===== config.mk =====
export PLATFORM = sky130hd
export DESIGN_NAME = hbp_port
export DESIGN_NICKNAME = d
export VERILOG_FILES = /design/src/hw/hbp_pkg.sv /design/src/hw/hbp_port.sv
export SDC_FILE = /design/constraint.sdc
export NUM_CORES = 1
export LEC_CHECK = 0
export ABC_CLOCK_PERIOD_IN_PS = 2000
export BUFFER_PORTS_ARGS = -buffer_cell sky130_fd_sc_hd__buf_2
export CELL_PAD_IN_SITES_DETAIL_PLACEMENT = 0
export CELL_PAD_IN_SITES_GLOBAL_PLACEMENT = 1
export CORE_MARGIN = 4
export CORE_UTILIZATION = 37
export CTS_CLUSTER_DIAMETER = 50
export CTS_CLUSTER_SIZE = 12
export DETAILED_ROUTE_END_ITERATION = 8
export PLACE_DENSITY_LB_ADDON = 0.05
export SKIP_LAST_GASP = 1
export SLEW_MARGIN = 20
export SYNTH_ARGS = -nofsm -noshare
export SYNTH_HDL_FRONTEND = slang
export SYNTH_SLANG_ARGS = --single-unit

===== constraint.sdc =====
create_clock -name clk -period 2 [get_ports clk]
set_input_delay 0.4 -clock clk [delete_from_list [all_inputs] [get_ports clk]]
set_output_delay 0.4 -clock clk [all_outputs]
set_load 0.03 [all_outputs]

===== src/hw/hbp_pkg.sv =====
package hbp_pkg;

  // ----------------------------------------------------------------
  // Widths
  // ----------------------------------------------------------------
  localparam int HBP_DW = 16;
  localparam int HBP_AW = 9;

  // ----------------------------------------------------------------
  // Byte lanes
  // ----------------------------------------------------------------
  localparam int HBP_LO_MSB = 7;
  localparam int HBP_HI_LSB = 8;
  localparam int HBP_HI_MSB = 15;

  // ----------------------------------------------------------------
  // Reset values
  // ----------------------------------------------------------------
  localparam logic [15:0] HBP_DATA_RST = 16'h0000;
  localparam logic [8:0] HBP_ADDR_RST = 9'h000;

  typedef enum logic [1:0] {
    HBP_IDLE,
    HBP_READ,
    HBP_WRITE
  } hbp_phase_t;

  // Host pins as seen by the device
  typedef struct packed {
    logic [HBP_AW-1:0] addr;
    logic chip_select_n;
    logic read_strobe_n;
    logic write_strobe_n;
    logic fifo_direct;
    logic big_endian;
  } hbp_pins_t;

  // Internal request toward register file or data FIFOs
  typedef struct packed {
    logic reg_rd;
    logic reg_wr;
    logic fifo_pop;
    logic fifo_push;
    logic [HBP_AW-1:0] addr;
    logic [HBP_DW-1:0] wdata;
  } hbp_req_t;

  typedef struct packed {
    hbp_phase_t phase;
    hbp_req_t req;
    logic [HBP_DW-1:0] rdata;
    logic data_oe;
  } hbp_state_t;

endpackage


===== src/hw/hbp_port.sv =====
`timescale 1ns/10ps
`default_nettype none

module hbp_port
  import hbp_pkg::*;
(
  input wire logic clk, // 200 MHz clock
  input wire logic rstn, // Async reset, active low
  input wire logic clk_en, // Freezes all state when low
  input wire hbp_pins_t pins, // Host control pins
  input wire logic [HBP_DW-1:0] data_in, // Data bus input
  output logic [HBP_DW-1:0] data_out, // Data bus output
  output logic data_oe, // High while device drives data
  input wire logic [HBP_DW-1:0] reg_rdata, // Register read data
  input wire logic [HBP_DW-1:0] fifo_rdata, // Receive FIFO head word
  output hbp_req_t req // One-cycle access request
);

  // ----------------------------------------------------------------
  // State and decode nets
  // ----------------------------------------------------------------
  hbp_state_t s_q;
  hbp_state_t s_d;
  logic rd_qual;
  logic wr_qual;
  logic [HBP_DW-1:0] src_word;
  logic [HBP_DW-1:0] host_word;
  hbp_req_t req_hold;

  // Reset image of the whole state; the data bus starts released
  localparam hbp_state_t HBP_STATE_RST = '{
    phase: HBP_IDLE,
    req: '0,
    rdata: HBP_DATA_RST,
    data_oe: 1'b0
  };

  // ----------------------------------------------------------------
  // Byte order
  // ----------------------------------------------------------------
  // Host lanes are swapped in big-endian mode; internal words are little endian
  function automatic logic [HBP_DW-1:0] hbp_order(
    input logic [HBP_DW-1:0] w,
    input logic big
  );
    logic [HBP_DW-1:0] swapped;
    swapped = {w[HBP_LO_MSB:0], w[HBP_HI_MSB:HBP_HI_LSB]};
    return big ? swapped : w;
  endfunction

  // ----------------------------------------------------------------
  // Qualification
  // ----------------------------------------------------------------
  // Chip select qualifies every strobe, so a strobe alone does nothing
  function automatic logic hbp_selected(
    input hbp_pins_t p
  );
    return !p.chip_select_n;
  endfunction

  function automatic logic hbp_read_qual(
    input hbp_pins_t p
  );
    return hbp_selected(p) && !p.read_strobe_n;
  endfunction

  // A read wins if the host drives both strobes low; a write there could
  // land stale data while the device is also driving the bus
  function automatic logic hbp_write_qual(
    input hbp_pins_t p
  );
    return hbp_selected(p) && !p.write_strobe_n && p.read_strobe_n;
  endfunction

  // ----------------------------------------------------------------
  // Address and source
  // ----------------------------------------------------------------
  // Direct-FIFO mode hides the address so no register is hit by accident
  function automatic logic [HBP_AW-1:0] hbp_req_addr(
    input hbp_pins_t p
  );
    return p.fifo_direct ? HBP_ADDR_RST : p.addr;
  endfunction

  function automatic logic [HBP_DW-1:0] hbp_source(
    input hbp_pins_t p,
    input logic [HBP_DW-1:0] reg_w,
    input logic [HBP_DW-1:0] fifo_w
  );
    return p.fifo_direct ? fifo_w : reg_w;
  endfunction

  // ----------------------------------------------------------------
  // Requests
  // ----------------------------------------------------------------
  // Strobe pulses last one cycle; address and write data hold until the next access
  function automatic hbp_req_t hbp_idle_req(
    input hbp_req_t prev
  );
    hbp_req_t r;
    r = prev;
    r.reg_rd = 1'b0;
    r.reg_wr = 1'b0;
    r.fifo_pop = 1'b0;
    r.fifo_push = 1'b0;
    return r;
  endfunction

  function automatic hbp_req_t hbp_read_req(
    input hbp_req_t prev,
    input hbp_pins_t p
  );
    hbp_req_t r;
    r = hbp_idle_req(prev);
    r.fifo_pop = p.fifo_direct;
    r.reg_rd = !p.fifo_direct;
    r.addr = hbp_req_addr(p);
    return r;
  endfunction

  function automatic hbp_req_t hbp_write_req(
    input hbp_req_t prev,
    input hbp_pins_t p,
    input logic [HBP_DW-1:0] word
  );
    hbp_req_t r;
    r = hbp_idle_req(prev);
    r.fifo_push = p.fifo_direct;
    r.reg_wr = !p.fifo_direct;
    r.addr = hbp_req_addr(p);
    r.wdata = word;
    return r;
  endfunction

  // ----------------------------------------------------------------
  // Pin decode
  // ----------------------------------------------------------------
  assign rd_qual = hbp_read_qual(pins);
  assign wr_qual = hbp_write_qual(pins);
  assign src_word = hbp_source(pins, reg_rdata, fifo_rdata);
  assign host_word = hbp_order(data_in, pins.big_endian);
  assign req_hold = hbp_idle_req(s_q.req);

  // ----------------------------------------------------------------
  // Next state
  // ----------------------------------------------------------------
  // Every access returns to idle before the next one counts, so the host
  // port spends one idle cycle between accesses
  always_comb begin
    s_d = s_q;
    s_d.req = req_hold;
    unique case (s_q.phase)
      HBP_IDLE: begin
        s_d.data_oe = 1'b0;
        if (rd_qual) begin
          // One pop or register read per strobe, issued on its leading edge
          s_d.phase = HBP_READ;
          s_d.req = hbp_read_req(s_q.req, pins);
        end else if (wr_qual) begin
          s_d.phase = HBP_WRITE;
        end
      end
      HBP_READ: begin
        // Data follows its source and the byte order while the strobe stands
        s_d.rdata = hbp_order(src_word, pins.big_endian);
        s_d.data_oe = rd_qual;
        if (!rd_qual) begin
          s_d.phase = HBP_IDLE;
        end
      end
      HBP_WRITE: begin
        // Data is captured at strobe release, where SRAM-style hosts hold it valid
        s_d.data_oe = 1'b0;
        if (!wr_qual) begin
          s_d.phase = HBP_IDLE;
          s_d.req = hbp_write_req(s_q.req, pins, host_word);
        end
      end
      default: begin
        // Unused phase code: fall back to idle with the bus released
        s_d.phase = HBP_IDLE;
        s_d.data_oe = 1'b0;
      end
    endcase
  end

  // ----------------------------------------------------------------
  // State register
  // ----------------------------------------------------------------
  // Enable low freezes every field, so a request pulse stretches meanwhile
  always_ff @(posedge clk or negedge rstn) begin
    if (!rstn) begin
      s_q <= HBP_STATE_RST;
    end else if (clk_en) begin
      s_q <= s_d;
    end
  end

  // ----------------------------------------------------------------
  // Outputs
  // ----------------------------------------------------------------
  // Every output comes straight from the state register
  assign data_out = s_q.rdata;
  assign data_oe = s_q.data_oe;
  assign req = s_q.req;

endmodule

`default_nettype wire


; Word-level counts from Yosys, hierarchy flattened
; Cells that the tools add are included.
[word_totals]
reg_bits = 48
in_bits = 65
output_inout_bits = 46
[classes]
eq_ne = 6
muxes = 12
bitwise_logic = 2
reduce_logical = 13
[op_table]
columns = cell, count
row1 = $pmux 29 s2, 1
row2 = $mux 16, 3
row3 = $mux 31, 1
row4 = $mux 29, 1
row5 = $reduce_and 4->1, 3
row6 = $mux 9, 1
row7 = $mux 2, 3
row8 = $ne 2x2->1 const B, 3
row9 = $pmux 2 s3, 1
row10 = $logic_not 1->1, 4
row11 = $logic_and 1x1->1, 3
row12 = $ne 3x3->1 const B, 1
row13 = $eq 2x1->1 const B, 1
row14 = $eq 2x2->1 const B, 1
row15 = $logic_not 2->1, 1
row16 = $not 1->1, 2
row17 = $reduce_and 2->1, 1
row18 = $reduce_bool 2->1, 1
row19 = $mux 1, 1

; Depth between registers and ports, before layout
[depth]
depth_word = 6
ltp_mapped = 5
ltp_nobuf = 3

; Worst setup path before layout
; No wires, ideal clock.
[synth_path]
path_kind = in2reg
startpoint = input clk_en
endpoint = register s_q, in the netlist req[10]
setup_ns = 0.125
t_arrival_ns = 1.379
t_required_ns = 1.875
path_slack_ns = 0.496
stages = 5
path_cell_list = buf_2 nand3b_1 a21oi_4 buf_12 mux2_4
[synth_between]
elab_chain_len = 1
[synth_rtl]
columns = item, line
row1 = start: declaration, hbp_port.sv:9  ; input wire logic clk_en,
row2 = $reduce_and 4->1 (no line), --
row3 = end signal: assignment, hbp_port.sv:193  ; s_q <= HBP_STATE_RST;
row4 = end signal: assignment, hbp_port.sv:195  ; s_q <= s_d;
row5 = end: declaration, hbp_port.sv:22  ; hbp_state_t s_q;
; No other way between the ends.
; A chain may end at the register's enable or synchronous reset.

; Worst setup path in the final report
[layout_path]
startpoint = register s_q[46] in the netlist's numbering
endpoint = register s_q, in the netlist req[3]
[layout_between]
elab_chain_len = 3
word_cells_on_any_way = 5
cone_classes = eq/ne: 1 / mux: 1 / bitwise: 1 / reduce/logical: 2
[layout_rtl]
columns = item, line
row1 = $logic_not 2->1, hbp_port.sv:152  ; unique case (s_q.phase)
row2 = $not 1->1 (no line), --
row3 = $reduce_and 4->1 (no line), --
; Parallel ways exist; a longest one is shown, timed or not.

==> impl_metrics.yaml <==
critical_path:
  critPathTopFamily: "flip-flops"
  critPathLaunchType: "flip-flop"
  cp_data_arrival_time_ns: 1.71
  regToRegStartpoint: "s_q[46]"
  end_kind: "flip-flop"
  timing.rr.end: "req[3]"
  crit_cells: 4
  r2r_slack_ns: 0.48
  cp_cell_sequence: "nand3b_1 -> a21oi_4 -> buf_4 -> mux2_2"
  critPathMaxStageDelay_ns: 0.42
  critPathMaxFanout: 18
  cpMaxStageDelayCell: "dfrtp_1"
  reg2regPathDepth: 4
  critPathBufInv: 1
  critPathRequiredTime_ns: 2.18
  path_class: "flip-flop to flip-flop"
synthesis:
  syn_area_per_cell_um2: 12.0
  synthesis.instances: 226
  yosysSeqAreaShare: 0.444
  synth_warnings: 0
  synth_cell_types: 27
  synth_compound_area_frac: 0.0861
  synthAdderAreaFrac: 0
  synth_nets: 291
  netlist_top_cells_area: "dfrtp_1 44%, mux2_2 14%, buf_4 13%"
  yosysTopAreaCell: "dfrtp_1"
  syn_area_um2: 2700
  synth_top_area_share: 0.444
  ys_seq_elements: 48
  yosys.area_share.simple: 0.0704
  synth-xor-area-share: 0
  synth_mux_area_frac: 0.245
  synth_top_family_by_area: "multiplexers"
placed_design:
  hpwl_mm: 4.27
  port_buffers: 110
  dp_slack_ns: 0.413
  gp_congestion: 0.665
pwr:
  seqPwrFrac: 0.418
  power_density_nw_per_um2: 1060
  p_int_uw: 1980
  combPwrFrac: 0.415
  p_total_uw: 3280
  switchingPower_uw: 1300
  p_sw_frac: 0.398
  p_leak_uw: 0.00159
  pwr-share-clk: 0.166
  max-vdd-ir-drop_v: 0.000414
sta:
  period_minus_slack_ns: 1.52
  finClkSkew_ns: 0.00567
  fin_tns_setup_ns: 0
  hold_violations: 0
  rsz0062_at_grt: "no"
  max_freq_mhz: 656
  finalWorstSetupSlack_ns: 0.476
  drv_slew: 0
  max_slew.worst_pin.slew_ns: 0.474
  post-route-period-util: 0.762
  setup_viol: 0
  holdWs_ns: 0.0443
  slew_headroom: 0.684
die:
  die_area_um2: 8740
  num_io_pins: 111
  start_util: 0.389
  core.rowCount: 30
  core-area_um2: 6940
  die_x_um: 93.5
  die_h_um: 93.5
routing:
  ant_nets: 0
  wl_per_cell_um: 14.4
  drt-total-wl_mm: 5.61
  drc: 0
  first_iter_violations: 30
  vias_per_cell: 4.66
  vias: 1814
  first_pass_iters: 4
layout:
  post-route-util: 0.445
  fillCellCount: 711
  mostFrequentLayoutCell: "buf_2"
  drive_above_1_share: 0.567
  multi_input_area_um2: 1090
  layout.area.seq_um2: 1200
  layout_common_cells: "110 x buf_2, 48 x dfrtp_1, 34 x mux2_2, 19 x nand2_1"
  areaGrowthSynthToFinish_pct: 14.4
  n_antenna_cell: 0
  nets: 358
clocking:
  cts_setup_buffers: 0
  holdBufCountCts: 0
  cts_resized: 0
  cts_root_buf: "clkbuf_8"
  htree_levels: 2
  cts_inserted_buffers: 5
  clk_path_buf_depth: 2
  cts_tree: "yes"
  clk-insertion-delay-late_ns: 0.30
  cts_sinks: 48
  clkTransAtPathRegs_ns: 0.09
global_routing:
  grt_pass1_vias: 1787
  grt_pass1_wl_mm: 8.91
  grt_max_degree: 30
  grt_overflow: 0
  antenna_found_initial: 0
  track_usage: 0.130
run_status:
  run_status: "complete, no violations"
job:
  drv_cap: 0
worst_hold_path:
  hp-class: "primary input to async pin"
-- flip-flops by register name, summed over array words and instances, names as in the netlist --
register  cells
s_q           2
req          29
data_out     16
data_oe       1
-- how the worst max path moves through the flow --
stage / from / endpoint / slack (ns)
after global routing: s_q[46] / req[3] / 0.40
final: s_q[46] / req[3] / 0.48
after detailed placement: clk_en / req[3] / 0.41
after floorplan: clk_en / req[10] / 0.50
after global placement: clk_en / req[4] / 0.42
after CTS: s_q[46] / req[3] / 0.47
-- worst reg2reg max path, delay by kind of cell (launching register included) --
family	cells	cell delay, ns
mux	1	0.38
buf+inv	1	0.28
compound gates	1	0.12
simple gates	1	0.21
flops	1	0.42
-- cells in the mapped netlist --
cell type / number
nor2b_1: 9
nand2_1: 19
nand3b_2: 1
inv_1: 2
and2b_1: 1
nor2_1: 3
o21ai_4: 1
o31ai_1: 1
buf_12: 1
nand2b_1: 1
o221ai_1: 16
a22o_1: 3
mux2i_1: 16
a21oi_4: 1
mux2_2: 34
o2bb2ai_1: 1
nor3_1: 1
buf_6: 1
nand3b_1: 2
o21a_1: 1
buf_4: 45
dfrtp_1: 48
a32o_1: 1
mux2_4: 8
clkbuf_1: 1
and2_1: 1
buf_2: 7
-- cell type report --
cell class / instances / share of cell area
tap: 96 / 0.0388
clock buffer: 6 / 0.0235
clock inverter: 1 / 0.00162
multi-input combinational: 121 / 0.351
timing repair buffer: 115 / 0.194
inverter: 2 / 0.00243
sequential: 48 / 0.388
-- routing by layer --
metal	global-route usage	vias up	wire length [um]
met5	0	-	0
met4	0.0403	0	69
met3	0.0402	7	459
met2	0.207	70	2600
met1	0.169	842	2480
li1	-	895	-
-- power groups by stage --
stage	Clock [uW]	Combinational, uW	Sequential, uW
after global placement	0	1370	1400
after CTS	577	1390	1380
final	546	1360	1370
after global routing	612	1460	1410
after floorplan	0	1340	1360
after detailed placement	0	1380	1390
-- per-stage QoR --
stage,cell area [um2],instances
3_3_place_gp,3020,382
4_1_cts,3090,389
6_report,3090,389
5_1_grt,3090,389
2_1_floorplan,2700,226
3_5_place_dp,3020,382
-- cell families after synthesis --
family | after synthesis
flip-flops | 48
buffers and inverters | 57
AO/OA/AOI/OAI | 25
AND/OR/NAND/NOR | 38
multiplexers | 58
Note: power is estimated with default switching activity, not from simulation.
